<file path="config.mk">
export PLATFORM = sky130hd
export DESIGN_NAME = uvep_host
export DESIGN_NICKNAME = d
export VERILOG_FILES = /design/src/rtl/uvep_pkg.sv /design/src/rtl/uvep_pin_if.sv /design/src/rtl/uvep_pin_drv.sv /design/src/rtl/uvep_host.sv
export VERILOG_INCLUDE_DIRS = /design/src /design/src/rtl
export SDC_FILE = /design/constraint.sdc
export NUM_CORES = 1
export LEC_CHECK = 0
export ABC_AREA = 0
export BUFFER_PORTS_ARGS = -buffer_cell sky130_fd_sc_hd__buf_2
export CAP_MARGIN = 10
export CORE_MARGIN = 3
export CORE_UTILIZATION = 30
export CTS_CLUSTER_SIZE = 25
export DETAILED_ROUTE_END_ITERATION = 10
export HOLD_SLACK_MARGIN = 0.1
export PLACE_DENSITY = 0.61
export REMOVE_ABC_BUFFERS = 1
export SKIP_LAST_GASP = 1
export SYNTH_ARGS = -nofsm -noshare
export SYNTH_HDL_FRONTEND = slang
export SYNTH_SLANG_ARGS = --single-unit
</file>
<file path="constraint.sdc">
create_clock -name ref_clk -period 3.7 [get_ports ref_clk]
set_input_delay 0.74 -clock ref_clk [delete_from_list [all_inputs] [get_ports ref_clk]]
set_output_delay 0.74 -clock ref_clk [all_outputs]
set_load 0.005 [all_outputs]
</file>
<file path="src/rtl/uvep_map.svh">
`ifndef UVEP_MAP_SVH
`define UVEP_MAP_SVH
`define UVEP_ADDR_W          17
`define UVEP_DATA_W          16
`define UVEP_LAST_ADDR       17'h1ffff
`define UVEP_ERASED_WORD     16'hffff
`define UVEP_CLK_PERIOD_PS   4000
`define UVEP_PULSE_NS        100000
`define UVEP_PULSE_CYC       ((`UVEP_PULSE_NS * 1000) / `UVEP_CLK_PERIOD_PS)
`define UVEP_ACC_NS          250
`define UVEP_ACC_CYC         ((`UVEP_ACC_NS * 1000 + `UVEP_CLK_PERIOD_PS - 1) / `UVEP_CLK_PERIOD_PS)
`define UVEP_FLOAT_NS        60
`define UVEP_FLOAT_CYC       ((`UVEP_FLOAT_NS * 1000 + `UVEP_CLK_PERIOD_PS - 1) / `UVEP_CLK_PERIOD_PS)
`define UVEP_MAX_PULSES      25
`define UVEP_ID_MFR_ADDR     17'h00000
`define UVEP_ID_DEV_ADDR     17'h00001
`endif

</file>
<file path="src/rtl/uvep_pkg.sv">
package uvep_pkg;
  typedef logic [16:0] uvep_addr_t;
  typedef logic [15:0] uvep_data_t;
  typedef enum logic [1:0] {
    UVEP_OP_READ = 2'h0,
    UVEP_OP_PROG = 2'h1,
    UVEP_OP_ID   = 2'h2,
    UVEP_OP_FULL = 2'h3
  } uvep_op_t;
  typedef enum logic [3:0] {
    UVEP_IDLE   = 4'h0,
    UVEP_SETUP  = 4'h1,
    UVEP_ACCESS = 4'h2,
    UVEP_PULSE  = 4'h3,
    UVEP_RECOV  = 4'h4,
    UVEP_VERIFY = 4'h5,
    UVEP_FLOAT  = 4'h6,
    UVEP_SWEEP  = 4'h7,
    UVEP_DONE   = 4'h8
  } uvep_state_t;
endpackage : uvep_pkg

</file>
<file path="src/rtl/uvep_pin_if.sv">
`timescale 1ns/1ps
`default_nettype none
interface uvep_pin_if;
  import uvep_pkg::*;
  logic       ce_n;
  logic       oe_n;
  logic       pgm_n;
  logic       drive;
  uvep_data_t dout;
  uvep_data_t din;
  logic       hv_pp;
  logic       hv_id;
  uvep_addr_t addr;
  modport ctrl (output ce_n, oe_n, pgm_n, drive, dout, hv_pp, hv_id, addr, input din);
  modport pins (input ce_n, oe_n, pgm_n, drive, dout, hv_pp, hv_id, addr, output din);
endinterface : uvep_pin_if
`default_nettype wire

</file>
<file path="src/rtl/uvep_pin_drv.sv">
`timescale 1ns/1ps
`default_nettype none
// registered pin stage: all pin outputs from flip-flops
module uvep_pin_drv (
  input  wire logic             ref_clk,
  input  wire logic             reset_n,
  input  wire logic             clk_en,
  uvep_pin_if.pins              p,
  input  wire logic [15:0]      dq_in,
  output logic                  ce_n,
  output logic                  oe_n,
  output logic                  pgm_n,
  output logic [16:0]           addr,
  output logic [15:0]           dq_out,
  output logic                  dq_oe,
  output logic                  vpp_high,
  output logic                  id_high_volt
);
  import uvep_pkg::*;
  always_ff @(posedge ref_clk or negedge reset_n) begin
    if (!reset_n) begin
      ce_n         <= 1'b1;
      oe_n         <= 1'b1;
      pgm_n        <= 1'b1;
      addr         <= 17'h00000;
      dq_out       <= 16'h0000;
      dq_oe        <= 1'b0;
      vpp_high     <= 1'b0;
      id_high_volt <= 1'b0;
    end else if (clk_en) begin
      ce_n         <= p.ce_n;
      oe_n         <= p.oe_n;
      pgm_n        <= p.pgm_n;
      addr         <= p.addr;
      dq_out       <= p.dout;
      dq_oe        <= p.drive & p.oe_n;
      vpp_high     <= p.hv_pp;
      id_high_volt <= p.hv_id;
    end
  end
  assign p.din = dq_in;
endmodule : uvep_pin_drv
`default_nettype wire

</file>
<file path="src/rtl/uvep_host.sv">
`timescale 1ns/1ps
`default_nettype none
`include "uvep_map.svh"
// Functional notes
// RULE1: the memory holds 128K words of 16 bits on a 17-bit address and a 16-bit data path.
// RULE2: erased words read all ones and programming only clears bits to zero.
// RULE3: programming happens only with program supply high and both chip select and program strobe low.
// RULE4: the controller drives the whole 16-bit word on the data pins while programming.
// RULE5: 100 us pulses, verify after each, repeat up to a maximum, then step through addresses. The code programs one address per request.
// RULE6: pulse-and-verify uses raised main supply, then a full verify pass at nominal supplies. The code's full pass stops at the first word not 16'hffff.
// RULE7: a low chip select pulse programs the device, a high chip select inhibits it. The code holds ce_n low and pulses program_strobe_n instead.
// RULE8: verify uses output gate and chip select low, program strobe high, program supply high.
// RULE9: identifier mode forces high voltage on the upper id line with other address lines low.
// RULE10: identifier mode gives the maker code with the lowest address line low, device code with it high.
// RULE11: identifier bytes carry odd parity with the data msb bit as parity.
// RULE12: data is driven by the memory only while chip select and output gate are both low.
// RULE13: with stable address, data is read after the full access time.
// RULE14: chip select high puts the memory in standby with floating outputs.
// RULE15: chip select is the selection and output gate is the read strobe.
// RULE16: chip select low and output gate high keeps the memory outputs floating.
module uvep_host
  import uvep_pkg::*;
#(
  parameter int unsigned PULSE_CYC = `UVEP_PULSE_CYC
) (
  input  wire logic              ref_clk,
  input  wire logic              reset_n,
  input  wire logic              clk_en,
  input  wire logic              req_valid,
  output logic                   req_ready,
  input  wire uvep_pkg::uvep_op_t req_op,
  input  wire uvep_pkg::uvep_addr_t req_addr,
  input  wire uvep_pkg::uvep_data_t req_data,
  input  wire logic              high_main_supply_ok,
  output logic                   rsp_valid,
  output uvep_pkg::uvep_data_t   rsp_data,
  output logic                   rsp_error,
  output logic                   rsp_parity_ok,
  output logic                   main_supply_raise,
  output logic                   ce_n,
  output logic                   oe_n,
  output logic                   program_strobe_n,
  output logic [16:0]            addr,
  input  wire logic [15:0]       dq_in,
  output logic [15:0]            dq_out,
  output logic                   dq_oe,
  output logic                   vpp_high,
  output logic                   upper_id_high_volt
);
  import uvep_pkg::*;
  localparam int unsigned ACC_CYC   = `UVEP_ACC_CYC;
  localparam int unsigned FLOAT_CYC = `UVEP_FLOAT_CYC;
  localparam int unsigned MAXP      = `UVEP_MAX_PULSES;

  uvep_pin_if pif ();

  uvep_state_t state_q, state_d;
  uvep_op_t    op_q;
  uvep_addr_t  addr_q;
  uvep_data_t  wdata_q;
  uvep_data_t  rdata_q;
  logic [19:0] cnt_q;
  logic [4:0]  pulses_q;
  logic        err_q;
  logic        rsp_valid_q;
  logic        match;
  logic        cnt_done;

  // judged on the word captured in verify, the live pins float afterwards
  assign match     = ((rdata_q & ~wdata_q) == 16'h0000) && ((~rdata_q & wdata_q) == 16'h0000); // RULE2
  assign cnt_done  = (cnt_q == 20'h00000);
  assign req_ready = (state_q == UVEP_IDLE);

  always_comb begin
    state_d = state_q;
    case (state_q)
      UVEP_IDLE:   if (req_valid) state_d = UVEP_SETUP;
      UVEP_SETUP: begin
        if (cnt_done && (op_q != UVEP_OP_PROG || high_main_supply_ok)) // RULE6
          state_d = (op_q == UVEP_OP_PROG) ? UVEP_PULSE : UVEP_ACCESS;
      end
      UVEP_PULSE:  if (cnt_done) state_d = UVEP_RECOV;
      UVEP_RECOV:  if (cnt_done) state_d = UVEP_ACCESS;
      UVEP_ACCESS: if (cnt_done) state_d = UVEP_VERIFY;
      UVEP_VERIFY: state_d = UVEP_FLOAT;
      UVEP_FLOAT: begin
        if (cnt_done) begin
          if (op_q == UVEP_OP_PROG && !match && pulses_q < MAXP[4:0]) state_d = UVEP_PULSE; // RULE5
          else if (op_q == UVEP_OP_FULL && !err_q && addr_q != `UVEP_LAST_ADDR) state_d = UVEP_SWEEP; // RULE6
          else state_d = UVEP_DONE;
        end
      end
      UVEP_SWEEP:  state_d = UVEP_ACCESS;
      UVEP_DONE:   state_d = UVEP_IDLE;
      default:     state_d = UVEP_IDLE;
    endcase
  end

  always_ff @(posedge ref_clk or negedge reset_n) begin
    if (!reset_n) state_q <= UVEP_IDLE;
    else if (clk_en) state_q <= state_d;
  end

  // request capture, address stepping
  always_ff @(posedge ref_clk or negedge reset_n) begin
    if (!reset_n) begin
      op_q    <= UVEP_OP_READ;
      addr_q  <= 17'h00000;
      wdata_q <= 16'h0000;
    end else if (clk_en) begin
      if (state_q == UVEP_IDLE && req_valid) begin
        op_q    <= req_op;
        addr_q  <= (req_op == UVEP_OP_ID) ? {16'h0000, req_addr[0]} : // RULE9 RULE10
                   (req_op == UVEP_OP_FULL) ? 17'h00000 : req_addr;
        wdata_q <= (req_op == UVEP_OP_FULL) ? `UVEP_ERASED_WORD : req_data;
      end else if (state_q == UVEP_SWEEP) begin
        addr_q <= addr_q + 17'h00001; // RULE1
      end
    end
  end

  // phase timers
  always_ff @(posedge ref_clk or negedge reset_n) begin
    if (!reset_n) cnt_q <= 20'h00000;
    else if (clk_en) begin
      if (state_q != state_d || state_q == UVEP_VERIFY) begin
        case (state_d)
          UVEP_PULSE:  cnt_q <= 20'(PULSE_CYC - 1); // RULE5
          UVEP_ACCESS: cnt_q <= 20'(ACC_CYC);       // RULE13
          UVEP_FLOAT:  cnt_q <= 20'(FLOAT_CYC);
          UVEP_RECOV:  cnt_q <= 20'h00001;
          UVEP_SETUP:  cnt_q <= 20'h00001;
          default:     cnt_q <= 20'h00000;
        endcase
      end else if (!cnt_done) cnt_q <= cnt_q - 20'h00001;
    end
  end

  always_ff @(posedge ref_clk or negedge reset_n) begin
    if (!reset_n) begin
      pulses_q <= 5'h00;
      err_q    <= 1'b0;
      rdata_q  <= 16'h0000;
    end else if (clk_en) begin
      if (state_q == UVEP_IDLE && req_valid) begin
        pulses_q <= 5'h00;
        err_q    <= 1'b0;
      end
      if (state_q == UVEP_PULSE && cnt_done) pulses_q <= pulses_q + 5'h01;
      if (state_q == UVEP_VERIFY) begin
        rdata_q <= pif.din;
        if (op_q == UVEP_OP_FULL && pif.din != wdata_q) err_q <= 1'b1;
      end
      if (state_q == UVEP_FLOAT && cnt_done && op_q == UVEP_OP_PROG && !match && pulses_q >= MAXP[4:0])
        err_q <= 1'b1;
    end
  end

  always_ff @(posedge ref_clk or negedge reset_n) begin
    if (!reset_n) rsp_valid_q <= 1'b0;
    else if (clk_en) rsp_valid_q <= (state_q == UVEP_DONE);
  end

  assign rsp_valid     = rsp_valid_q;
  assign rsp_data      = rdata_q;
  assign rsp_error     = err_q;
  assign rsp_parity_ok = ^rdata_q[7:0]; // RULE11

  // pin intent, registered in the pin stage
  always_comb begin
    pif.ce_n  = !(state_q inside {UVEP_SETUP, UVEP_PULSE, UVEP_RECOV, UVEP_ACCESS, UVEP_VERIFY}); // RULE14 RULE15
    pif.oe_n  = !(state_q inside {UVEP_ACCESS, UVEP_VERIFY}); // RULE12 RULE16
    pif.pgm_n = !(state_q == UVEP_PULSE && op_q == UVEP_OP_PROG); // RULE3 RULE7 RULE8
    pif.drive = (op_q == UVEP_OP_PROG) && (state_q inside {UVEP_SETUP, UVEP_PULSE, UVEP_RECOV}); // RULE4
    pif.dout  = wdata_q;
    pif.hv_pp = (op_q == UVEP_OP_PROG) && (state_q != UVEP_IDLE) && (state_q != UVEP_DONE); // RULE3
    pif.hv_id = (op_q == UVEP_OP_ID) && (state_q != UVEP_IDLE) && (state_q != UVEP_DONE); // RULE9
    pif.addr  = addr_q;
  end

  always_ff @(posedge ref_clk or negedge reset_n) begin
    if (!reset_n) main_supply_raise <= 1'b0;
    else if (clk_en) main_supply_raise <= (op_q == UVEP_OP_PROG) && (state_q != UVEP_IDLE); // RULE6
  end

  uvep_pin_drv u_pins (
    .ref_clk      (ref_clk),
    .reset_n      (reset_n),
    .clk_en       (clk_en),
    .p            (pif),
    .dq_in        (dq_in),
    .ce_n         (ce_n),
    .oe_n         (oe_n),
    .pgm_n        (program_strobe_n),
    .addr         (addr),
    .dq_out       (dq_out),
    .dq_oe        (dq_oe),
    .vpp_high     (vpp_high),
    .id_high_volt (upper_id_high_volt)
  );

  property p_pulse_needs_ce;
    @(posedge ref_clk) disable iff (!reset_n) !program_strobe_n |-> (!ce_n && vpp_high);
  endproperty
  a_pulse_needs_ce: assert property (p_pulse_needs_ce) else $error("strobe without select or supply"); // RULE3

  property p_no_contention;
    @(posedge ref_clk) disable iff (!reset_n) dq_oe |-> oe_n;
  endproperty
  a_no_contention: assert property (p_no_contention) else $error("drive while gate low"); // RULE12

  property p_verify_levels;
    @(posedge ref_clk) disable iff (!reset_n) (!oe_n && vpp_high) |-> (program_strobe_n && !ce_n);
  endproperty
  a_verify_levels: assert property (p_verify_levels) else $error("bad verify levels"); // RULE8

  property p_id_addr;
    @(posedge ref_clk) disable iff (!reset_n) upper_id_high_volt |-> (addr[16:1] == 16'h0000);
  endproperty
  a_id_addr: assert property (p_id_addr) else $error("id mode address not low"); // RULE9

  property p_gate_needs_ce;
    @(posedge ref_clk) disable iff (!reset_n) !oe_n |-> !ce_n;
  endproperty
  a_gate_needs_ce: assert property (p_gate_needs_ce) else $error("gate without select"); // RULE15

  property p_data_during_pulse;
    @(posedge ref_clk) disable iff (!reset_n) !program_strobe_n |-> (dq_oe && dq_out == wdata_q);
  endproperty
  a_data_during_pulse: assert property (p_data_during_pulse) else $error("word not driven in pulse"); // RULE4

  // strobe low time seen on the pin
  logic [19:0] strobe_len_q;
  always_ff @(posedge ref_clk or negedge reset_n) begin
    if (!reset_n) strobe_len_q <= 20'h00000;
    else if (clk_en) strobe_len_q <= program_strobe_n ? 20'h00000 : strobe_len_q + 20'h00001;
  end

  property p_pulse_len;
    @(posedge ref_clk) disable iff (!reset_n || !clk_en)
      $rose(program_strobe_n) |-> (strobe_len_q == 20'(PULSE_CYC));
  endproperty
  a_pulse_len: assert property (p_pulse_len) else $error("pulse ended early"); // RULE5

  property p_float_then_ce;
    @(posedge ref_clk) disable iff (!reset_n) $rose(oe_n) |-> ce_n;
  endproperty
  a_float_then_ce: assert property (p_float_then_ce) else $error("gate released without deselect"); // RULE14

  c_prog:  cover property (@(posedge ref_clk) disable iff (!reset_n) !program_strobe_n);
  c_id:    cover property (@(posedge ref_clk) disable iff (!reset_n) upper_id_high_volt && !oe_n);
  c_err:   cover property (@(posedge ref_clk) disable iff (!reset_n) rsp_valid && rsp_error);
  c_sweep: cover property (@(posedge ref_clk) disable iff (!reset_n) state_q == UVEP_SWEEP);
endmodule : uvep_host
`default_nettype wire

</file>
# Yosys cells after proc, flatten, opt, wreduce, memory -nomap -nowiden
# Index checks and enable logic that the tools add are counted.
[word_totals]
ff_bits = 122
inputBits = 56
output_inout_bits = 60
elab_cells = 119
[classes]
addsub = 3
n_lt_le_gt_ge = 2
n_eq_ne = 24
n_mux = 24
n_bitwise = 5
n_reduce_logical = 43
[ops]
columns = ["cell", "n"]
rows = [
  ["$mux 17", 4],
  ["$pmux 15 s4", 1],
  ["$mux 20", 2],
  ["$and 16x16->16", 2],
  ["$logic_not 16->1", 2],
  ["$mux 4", 8],
  ["$not 16->16", 2],
  ["$pmux 4 s8", 1],
  ["$eq 4x3->1 const B", 6],
  ["$logic_not 20->1", 1],
  ["$sub 20x1->20 const B", 1],
  ["$logic_and 1x1->1", 19],
  ["$add 17x1->17 const B", 1],
  ["$ne 17x17->1 const B", 1],
  ["$eq 4x2->1 const B", 4],
  ["$mux 16", 1],
  ["$ne 16x16->1", 1],
  ["$mux 5", 2],
  ["$reduce_and 2->1", 5],
  ["$eq 2x2->1 const B", 4],
  ["$eq 4x1->1 const B", 2],
  ["$reduce_xor 8->1", 1],
  ["$reduce_bool 2->1", 3],
  ["$add 5x1->5 const B", 1],
  ["16 further kinds", 26],
]

# Depth between registers and ports, before layout
# Gate-level depths: netlist of the first run.
[depth]
ltp_word = 14
ltp_mapped = 18
ltp_nobuf = 15

# By module
# Synthesis of the first run repeated with hierarchy kept, for this count alone.
[hier_totals]
hier_cells = 675
area_unflattened_um2 = 6606.3
[modules_own_cells]
columns = ["module", "instances", "cells_per_inst", "area_each_um2", "seq_area_each_um2"]
rows = [
  ["uvep_host", 1, 575, 5019.8, 2077.0],
  ["uvep_pin_drv", 1, 100, 1586.5, 979.7],
]

# Worst setup path after synthesis of the first run
# OpenSTA, ideal clock, no wires.
[synth_path]
kind = "register to register"
startpoint = "register addr_q[3]"
endpoint = "register cnt_q[1]"
setup_time_ps = 76
arrival_ps = 3468
required_time_ps = 3624
path_slack_ps = 155
path_stages_with_launch = 18
path_buffers = 3
period_less_slack_ps = 3545
path_cell_list = "dfrtp_1 > clkbuf_1 > and4_1 > and3_1 > and2_1 > clkbuf_1 > and3_1 > nand4_1 > nor2_1 > ha_1 > and4bb_2 > and3_1 > o311a_1 > o22ai_2 > or2_4 > buf_6 > mux2_4 > o21ai_1"
[synth_between]
elab_chain_len = 10
elab_cells_between_ends = 18
cone_classes = "eq/ne (8); mux (6); reduce/logical (4)"
[synth_rtl]
columns = ["element", "line_no", "source"]
rows = [
  ["start, declared", "uvep_host.sv:59", "uvep_addr_t addr_q;"],
  ["start signal, assigned", "uvep_host.sv:113", "addr_q <= (req_op == UVEP_OP_ID) ? {16'h0000, req_addr[0]} :"],
  ["start signal, assigned", "uvep_host.sv:117", "addr_q <= addr_q + 17'h00001;"],
  ["$ne 17x17->1 (no source line) *", "--", ""],
  ["$logic_and 1x1->1 (no source line) *", "--", ""],
  ["$mux 4 *", "uvep_host.sv:89", "else if (op_q == UVEP_OP_FULL && !err_q && addr_q != `UVEP_LAST_ADDR) state_d = UVEP_SWEEP;"],
  ["$mux 4 *", "uvep_host.sv:88", "if (op_q == UVEP_OP_PROG && !match && pulses_q < MAXP[4:0]) state_d = UVEP_PULSE;"],
  ["$mux 4 *", "uvep_host.sv:87", "if (cnt_done) begin"],
  ["$pmux 4 s8 *", "uvep_host.sv:76", "case (state_q)"],
  ["$eq 4x1->1 (tied with other cells)", "uvep_host.sv:127", "case (state_d)"],
  ["$reduce_or 2->1 (no source line) or $logic_or 1x1->1 (tied branches)", "--", ""],
  ["$pmux 15 s4 or $ne 2x1->1 (tied branches)", "--", ""],
  ["$mux 20 or $reduce_and 2->1 (tied branches)", "--", ""],
  ["end signal, assigned", "uvep_host.sv:128", "UVEP_PULSE: cnt_q <= 20'(PULSE_CYC - 1);"],
  ["end signal, assigned", "uvep_host.sv:129", "UVEP_ACCESS: cnt_q <= 20'(ACC_CYC);"],
  ["end signal, assigned", "uvep_host.sv:130", "UVEP_FLOAT: cnt_q <= 20'(FLOAT_CYC);"],
  ["end, declared", "uvep_host.sv:62", "logic [19:0] cnt_q;"],
]
# Mark *: on every way between the ends. The rest lies on a longest branch, timed or not.
# A chain may end at the register's enable or synchronous reset.

# Worst setup path after layout of the first run
[layout_path]
startpoint = "register addr_q[5]"
endpoint = "register cnt_q[9]"
[layout_between]
elab_chain_len = 10
elab_cells_between_ends = 11
cone_classes = "eq/ne (3); mux (5); reduce/logical (3)"
[layout_rtl]
columns = ["element", "line_no", "source"]
rows = [
  ["$ne 17x17->1 (no source line) *", "--", ""],
  ["$logic_and 1x1->1 (no source line) *", "--", ""],
  ["$mux 4 *", "uvep_host.sv:89", ""],
  ["$mux 4 *", "uvep_host.sv:88", ""],
  ["$mux 4 *", "uvep_host.sv:87", ""],
  ["$pmux 4 s8 *", "uvep_host.sv:76", ""],
  ["$ne 4x4->1 *", "uvep_host.sv:126", "if (state_q != state_d || state_q == UVEP_VERIFY) begin"],
  ["$logic_or 1x1->1 *", "uvep_host.sv:126", ""],
  ["$ne 2x1->1 (no source line)", "--", ""],
  ["$reduce_and 2->1 (no source line)", "--", ""],
]
# Marks and branches as above.

==> impl_metrics.yaml, run 1 <==
power_and_ir_drop:
  p_seq_share_pct: 38.2
  p_switching_mw: 2.210
  power_per_cell_area_nw_per_um2: 762.6
  p_sw_share_pct: 35.44
  power_frac_comb_pct: 33.9
  clockPowerShare_pct: 27.9
  ir_drop_mv: 0.3559
  p_int_mw: 4.026
  power_leakage_nw: 3.662
critical_path:
  r2r_start: "addr_q[5]"
  worstSetupStartpointType: "register"
  r2r_slack_ps: 220
  critical_path_arrival_ps: 3840
  crit_end: "cnt_q[9]"
  critical_path_class: "reg2reg"
  startpoint: "addr_q[5]"
  crit_required_ps: 4060
  crit_path_cell_trace: "and4_1, and3_1, and2_1, and3_1, nand4_1, nor2_1, ha_1, and4bb_2, nand3_1, a2111o_1, buf_4, o21bai_2, o21bai_1, a22o_1"
  reg2reg_to: "cnt_q[9]"
  crit_slowest_cell: "a2111o_1"
  cp-end-kind: "register"
  crit_top_cell: "and3_1"
  cp_max_fo: 12
  slowest_delay_ps: 470
  r2r_cells: 14
synth:
  synth_seq_cells: 122
  synth_edf_count: 0
  yosysSeqAreaShare_pct: 46.67
  synth-compound-area-share_pct: 16.79
  yosysWarnings: 0
  synth_async_sr_flop_share_pct: 100.0
  synth_ff_type: "dfrtp_1"
  synth-simple-area-share_pct: 16.66
  synthMuxAreaShare_pct: 9.780
  syn_area_sq_um: 6550
  synth_top_family_by_area: "compound AO/OA/AOI/OAI gates"
  synth.avg_cell_area_sq_um: 10.06
  yosys.cell_types.count: 79
  netlist_instances: 651
  synthAdderAreaFrac_pct: 0.9551
  synth_xor_xnor_area_share_pct: 5.482
placed_design:
  postPlaceCellArea_sq_um: 7473
  io_buffer_count: 115
  dp_hpwl_um: 13080
  place.gp.congestion: 0.9153
  place_ws_ps: 21.98
finish:
  fillers: 2127
  fin_nets: 836
  seqCellArea_sq_um: 3057
  multiInputGateArea_sq_um: 3327
  utilization_pct: 38.53
  area_delta_synth_final_pct: 24.83
  drive_gt1_share_pct: 32.40
  antenna_cells: 0
  stdcell_area_sq_um: 8177
timing:
  final_max_slew_viol_count: 0
  finalHoldViolations: 0
  period_minus_slack_ps: 3483
  worst_slack_ps: 216.8
  setup_viol: 0
  max_freq_mhz: 287.1
  setup_tns_ps: 0
  relSlewSlack_pct: 37.81
  skew_ps: 8.353
  rsz0062_at_grt: "false"
  tightest_slew_ps: 932.9
  final.period_utilization_pct: 94.14
drt:
  avgViaCountPerCell: 5.284
  drc: 0
  firstDrtPassIters: 4
  routed_wl_um: 18720
  initialDrtViolationCount: 369
  vias: 5612
  ant_nets: 0
  wl_per_cell_um: 17.62
clock_tree:
  numCtsBuffers: 17
  cts-root-buf: "clkbuf_16"
  cts_tree: "built"
  clock_latency_ps: 420
  htreeDepth: 4
  clk_pin_slew_worst_paths_ps: 50
  clockBufferDepth: 2
  cts_sinks: 122
floorplanning:
  initial_core_util_pct: 30.87
  die_area_sq_um: 23640
  dieWidth_um: 153.8
  ioPinCount: 116
  fp-row-count: 53
  die_h_um: 153.8
  core_area_sq_um: 21220
global_route:
  antenna_found_initial: 2
  grt_pass1_wl_um: 29490
  grt_overflow: 0
  grt_max_degree: 45
  grt_usage_pct: 15.43
  first_global_vias: 5376
flow_run:
  maxCapViolCount: 0
outcome:
  outcome: "finished clean"
min_path:
  hold_class: "in2async"
## Yosys cell counts (5+ instances only)
library cell	n	area, sq um
a21oi_1	34	170.2
nand4_1	9	56.30
o21ai_0	52	260.3
o21ai_1	9	45.04
ha_1	5	62.56
or4_1	6	45.04
xor2_1	19	166.4
xnor2_1	22	192.7
o311ai_1	5	43.79
nand2_1	51	191.4
dfrtp_1	119	2978
a31oi_1	7	43.79
mux2_2	52	585.6
and2_1	5	31.28
nand3_1	11	55.05
clkbuf_1	28	105.1
and3_1	6	37.54
or3_1	7	43.79
nor2_1	45	168.9
inv_1	13	48.80
o21bai_1	7	52.55
nor3_1	23	115.1
nor4_1	13	81.33
nor3b_1	5	37.54
## cells by family (layout without fill, tap and decap cells)
| family | after synthesis | after routing |
|---|---|---|
| simple gates | 207 | 208 |
| mux | 57 | 57 |
| flops | 122 | 122 |
| compound gates | 166 | 168 |
| fa+ha+maj | 5 | 5 |
| buf+inv | 53 | 186 |
| xor+xnor | 41 | 41 |
## flip-flops by register name (all words and copies together), names as in the netlist, 2 cells and up
name,count
addr_q,17
cnt_q,20
op_q,2
pif.dout,16
pulses_q,5
rsp_data,16
state_q,4
u_pins.addr,17
u_pins.dq_out,16
## placed cells by master (no fill, tap or decap), types with 5 or more instances in the layout
cell type | netlist | final
o21bai_1 | 7 | 7
inv_1 | 13 | 13
clkbuf_8 | 0 | 5
xnor2_1 | 22 | 22
xor2_1 | 19 | 19
nor3_1 | 23 | 23
nor2_1 | 45 | 45
nand2_1 | 51 | 51
or3_1 | 7 | 7
o21ai_1 | 9 | 9
o21ai_0 | 52 | 52
ha_1 | 5 | 5
or4_1 | 6 | 6
buf_2 | 2 | 114
a31oi_1 | 7 | 7
nor3b_1 | 5 | 5
mux2_2 | 52 | 52
and2_1 | 5 | 5
o311ai_1 | 5 | 5
dfrtp_1 | 119 | 119
and3_1 | 6 | 6
buf_4 | 2 | 25
nor4_1 | 13 | 13
nand4_1 | 9 | 9
clkbuf_16 | 0 | 17
nand3_1 | 11 | 11
a21oi_1 | 34 | 34
## how the worst min path moves through the flow
stage,endpoint,slack [ps],cells past startpoint
floorplan,addr_q[0],440,0
global placement,u_pins.dq_oe,460,2
detailed placement,u_pins.dq_oe,460,2
CTS,u_pins.dq_out[10],310,1
global route,u_pins.dq_out[10],330,1
finish,u_pins.dq_out[10],300,1
## power by group through the flow
stage | logic (mW) | clock network (mW) | registers, mW
2_1_floorplan | 1.28 | 0 | 2.30
3_3_place_gp | 2.04 | 0 | 2.38
3_5_place_dp | 2.06 | 0 | 2.39
4_1_cts | 2.08 | 1.77 | 2.38
5_1_grt | 2.34 | 1.83 | 2.46
6_report | 2.11 | 1.74 | 2.38
## worst max-delay path, delay by kind of cell (launching register included)
kind | cells | cell delay (ps)
and+or+nand+nor | 8 | 1340
DFF | 1 | 420
AOI/OAI and AO/OA | 4 | 1300
buffers and inverters | 1 | 180
adders and majority gates | 1 | 170
## metrics by stage
step	cells	hold WS, ps	power, mW
global route	1062	330.0	6.629
global placement	1026	458.3	4.421
CTS	1057	307.9	6.218
floorplan	613	444.4	3.572
finish	1062	301.8	6.236
detailed placement	1026	459.8	4.454
## layout make-up
cell class / instances / share of cell area, %
sequential: 122 / 37.38
inverter: 15 / 0.6886
clock buffer: 24 / 6.136
clock inverter: 7 / 1.377
multi-input combinational: 479 / 40.69
tap: 275 / 4.208
timing repair buffer: 140 / 9.518
## layer usage
metal	share of wire [%]	wire, um	vias to the layer above	GRT usage (%)
met5	0.14	27	-	0
met1	47	8787	2775	21.43
li1	-	-	2642	-
met2	46	8664	163	23.92
met4	2.1	397	4	5.341
met3	4.5	837	28	3.349
## what timing repair did
action	CTS	global route
resized for setup	0	7
setup endpoints to repair	0	19
hold buffers	0	0
setup buffers	0	2
No activity file was read; power rests on OpenSTA's default activity.
==> run 2: changes to the inputs <==
- CORE_UTILIZATION: 30 -> 45
- PLACE_DENSITY: 0.61 -> 0.8
==> impl_metrics.yaml, run 2 (synthesis results as in run 1) <==
global_route:
  antenna_found_initial: 0
  first_global_vias: 5507
  grt_usage_pct: 21.18
  grt_overflow: 0
  grt_max_degree: 74
  grt_pass1_wl_um: 27480
finish:
  antenna_cells: 0
  final_common_cell: "dfrtp_1"
  fillers: 1173
  area_delta_synth_final_pct: 22.04
  utilization_pct: 56.93
  mostFrequentLayoutCells: "dfrtp_1 (119), buf_2 (114), o21ai_0 (52), mux2_2 (52), nand2_1 (51)"
  largest_reg_flops: 20
  fin_nets: 831
  largest-register: "cnt_q"
  top_regs: "cnt_q (20), addr_q (17), u_pins.addr (17)"
  drive_gt1_share_pct: 31.42
timing:
  finalHoldViolations: 0
  relSlewSlack_pct: 40.56
  max_freq_mhz: 280.7
  setup_viol: 0
  skew_ps: 7.775
  worst_slack_ps: 137.0
  final_max_slew_viol_count: 0
  setup_tns_ps: 0
  period_minus_slack_ps: 3563
  final.period_utilization_pct: 96.30
  tightest_slew_ps: 891.6
critical_path:
  critical_path_arrival_ps: 3910
  worstSetupStartpointType: "register"
  r2r_cells: 14
  r2r_start: "addr_q[6]"
  crit_required_ps: 4050
  startpoint: "addr_q[6]"
  cp_max_fo: 12
  cp-end-kind: "register"
  critical_path_class: "reg2reg"
power_and_ir_drop:
  power_per_cell_area_nw_per_um2: 769.9
  ir_drop_mv: 0.4977
  power_leakage_nw: 3.638
drt:
  initialDrtViolationCount: 480
  avgViaCountPerCell: 5.853
  vias: 5636
  ant_nets: 0
  top_layer_used: "met4"
  drc: 0
  wl_per_cell_um: 17.63
  wl_met1_um: 7171
  routed_wl_um: 16980
  firstDrtPassIters: 5
  wl_met3_um: 1479
  wl_met2_um: 7949
outcome:
  outcome: "finished clean"
placed_design:
  place.gp.congestion: 0.8925
  place_ws_ps: 133.4
  io_buffer_count: 115
  dp_hpwl_um: 11510
floorplanning:
  initial_core_util_pct: 46.65
  core_area_sq_um: 14040
  ioPinCount: 116
  dieWidth_um: 126.6
  die_area_sq_um: 16040
  die_h_um: 126.6
  fp-row-count: 43
flow_run:
  maxCapViolCount: 0
clock_tree:
  cts_sinks: 122
  clockBufferDepth: 2
  htreeDepth: 4
  numCtsBuffers: 17
  cts_tree: "built"
  clk_pin_slew_worst_paths_ps: 50
  cts-root-buf: "clkbuf_16"
  clock_latency_ps: 430
min_path:
  hold_class: "in2async"
[run 2: changes by cell type in the layout (fill, tap and decap cells not counted), sizes merged]
cell and delta:
o21bai -2, bufinv +1, buf -3
[run 2: path summary, 6_finish.rpt]
kind	to	slack (ps)
worst max-delay path	cnt_q[1]	140
worst min-delay path	cnt_q[19]	350
worst max register to register	cnt_q[1]	140
worst min register to register	u_pins.ce_n	490
max in group asynchronous	u_pins.addr[3]	2540
min in group ref_clk	u_pins.ce_n	490
[run 2: area by class of cell]
| class | instances | area [sq um] | area share [%] |
|---|---|---|---|
| multi-input cells | 477 | 3276 | 40.98 |
| well taps | 180 | 225.2 | 2.817 |
| repair buffers | 137 | 775.7 | 9.704 |
| flip-flops and latches | 122 | 3057 | 38.24 |
| clock inverters | 8 | 142.6 | 1.784 |
| inverters | 15 | 56.30 | 0.7043 |
| clock buffers | 24 | 461.7 | 5.776 |
[run 2: critical path: stages (launching register included)]
cell      delay (ps)
dfrtp_1          400
and4_1           250
and3_1           230
and2_1           170
and3_1           180
nand4_1          100
nor2_1            70
ha_1             180
and4bb_4         390
nor3_2            60
o32a_2           210
a211oi_2         460
or2_4            340
mux2_4           320
o21ai_1          110
[run 2: where the power goes]
group	total, mW	internal (mW)	switching (mW)
clock network	1.71	1.14	0.574
logic	2.06	1.02	1.04
registers	2.38	1.84	0.539
total	6.15	4.00	2.15
[run 2: what timing repair did]
action | in CTS | in global routing
hold buffers | 0 | 0
endpoints found under the setup margin | 0 | 13
setup buffers | 0 | 3
gates resized for setup | 0 | 5
[run 2: metrics by stage]
step / hold slack, ps / instances / total power [mW] / area [sq um]
finish: 350.8 / 963 / 6.155 / 7994
detailed placement: 469.8 / 927 / 4.398 / 7325
floorplan: 444.4 / 613 / 3.572 / 6366
global route: 395.7 / 963 / 6.533 / 7994
global placement: 466.9 / 927 / 4.330 / 7325
CTS: 365.8 / 959 / 6.145 / 7929
[run 2: per-layer routing]
metal | vias up | global-route usage, %
met2 | 281 | 33.03
met1 | 2691 | 27.48
met3 | 37 | 6.063
li1 | 2627 | -
met4 | 0 | 9.527
met5 | - | 0
==> run 3: changes to the inputs <==
- RECOVER_POWER: not set -> 100
==> impl_metrics.yaml, run 3 (synthesis results as in run 1) <==
global_route:
  grt_max_degree: 74
  grt_usage_pct: 21.18
  grt_pass1_wl_um: 27480
  first_global_vias: 5507
  grt_overflow: 0
  antenna_found_initial: 0
drt:
  routed_wl_um: 16960
  drc: 0
  wl_per_cell_um: 17.61
  vias: 5637
  avgViaCountPerCell: 5.854
  firstDrtPassIters: 5
  initialDrtViolationCount: 426
  ant_nets: 0
clock_tree:
  clk_pin_slew_worst_paths_ps: 60
  clockBufferDepth: 2
  htreeDepth: 4
  cts_tree: "built"
  clock_latency_ps: 430
  cts_sinks: 122
  cts-root-buf: "clkbuf_16"
  ctsHoldBuffers: 0
  numCtsBuffers: 17
finish:
  drive_gt1_share_pct: 26.31
  fin_nets: 831
  antenna_cells: 0
  mostFrequentLayoutCells: "dfrtp_1 (119), buf_2 (79), o21ai_0 (55)"
  area_delta_synth_final_pct: 21.09
  fillers: 1191
  fin_cells: 963
  largest-register: "cnt_q"
  largest_reg_flops: 20
  multiInputGateArea_sq_um: 3271
  final_common_cell: "dfrtp_1"
  top_regs: "cnt_q (20), addr_q (17), u_pins.addr (17)"
  seqCellArea_sq_um: 3057
critical_path:
  crit_top_cell: "and3_1"
  crit_path_cell_trace: "and4_1, and3_1, and2_1, and3_1, nand4_1, nor2_1, ha_1, and4bb_4, and3_1, o311a_1, o22ai_2, or2_2, or4_1, o21ai_1"
  crit_family: "simple AND/OR/NAND/NOR gates"
  cp_max_fo: 11
  crit_required_ps: 4050
  path_buf_inv: 0
  critical_path_class: "reg2reg"
  crit_slowest_cell: "or4_1"
  critical_path_arrival_ps: 3910
  worstSetupStartpointType: "register"
  slowest_delay_ps: 490
  cp-end-kind: "register"
flow_run:
  maxCapViolCount: 2
timing:
  finalHoldViolations: 0
  setup_viol: 0
  final.period_utilization_pct: 96.16
  relSlewSlack_pct: -85.04
  skew_ps: 8.484
  setup_tns_ps: 0
  period_minus_slack_ps: 3558
  rsz0062_at_grt: "false"
  max_freq_mhz: 281.1
  tightest_slew_ps: 2776
  final_max_slew_viol_count: 80
floorplanning:
  ioPinCount: 116
  core_area_sq_um: 14040
  die_area_sq_um: 16040
  fp-row-count: 43
  initial_core_util_pct: 46.65
  dieWidth_um: 126.6
  die_h_um: 126.6
power_and_ir_drop:
  power_leakage_nw: 3.500
  total_power_mw: 6.119
  power_per_cell_area_nw_per_um2: 771.4
  ir_drop_mv: 0.4654
outcome:
  outcome: "complete, but fails checks"
  violations: "capacitance limit, slew limit"
placed_design:
  placed_cells: 927
  place.gp.congestion: 0.8925
  io_buffer_count: 115
  dp_hpwl_um: 11510
min_path:
  hold_class: "reg2reg"
[run 3: metrics by stage]
stage          hold slack, ps  instance area, sq um  util, %  setup slack [ps]
6_report                489.5                  7931    56.48             142.0
5_1_grt                 514.7                  7931    56.48            0.2971
4_1_cts                 365.8                  7929    56.46             103.9
3_5_place_dp            469.8                  7325    52.16             133.4
3_3_place_gp            466.9                  7325    52.16             202.7
2_1_floorplan           444.4                  6366        -             180.8
[run 3: layer usage]
layer  global-route usage (%)  wire [um]
met1                    27.48       7235
met4                    9.527        349
met2                    33.03       7946
met3                    6.063       1432
met5                        0          0
[run 3: power by group]
| part | switching, mW | internal (mW) | total (mW) |
|---|---|---|---|
| registers | 0.546 | 1.84 | 2.39 |
| logic | 1.04 | 0.976 | 2.01 |
| clock network | 0.580 | 1.14 | 1.72 |
[run 3: final timing paths]
| kind | startpoint | end | slack (ps) | depth (start not counted) |
|---|---|---|---|---|
| worst max-delay path | addr_q[6] | cnt_q[18] | 140 | 14 |
| worst min-delay path | u_pins.ce_n | u_pins.ce_n | 490 | 2 |
| worst max register to register | addr_q[6] | cnt_q[18] | 140 | 14 |
| worst min register to register | u_pins.ce_n | u_pins.ce_n | 490 | 2 |
| max in group asynchronous | reset_n | u_pins.addr[16] | 930 | 1 |
| min in group asynchronous | reset_n | cnt_q[19] | 1200 | 1 |
[run 3: layout make-up]
| class | instances | area share [%] |
|---|---|---|
| repair buffers | 137 | 9.055 |
| inverters | 15 | 0.7099 |
| clock buffers | 24 | 5.821 |
| well taps | 180 | 2.840 |
| clock inverters | 8 | 1.798 |
| multi-input cells | 477 | 41.24 |
| flip-flops and latches | 122 | 38.54 |
[run 3: timing repair]
action	4_1_cts	5_1_grt
setup buffers	0	3
gates resized for setup	0	5
endpoints found under the setup margin	0	13
[run 3: tightest hold or removal path, stage by stage, from the launching register on]
cell and delay [ps]:
dfstp_2 370, nor2_1 80, a31oi_1 50
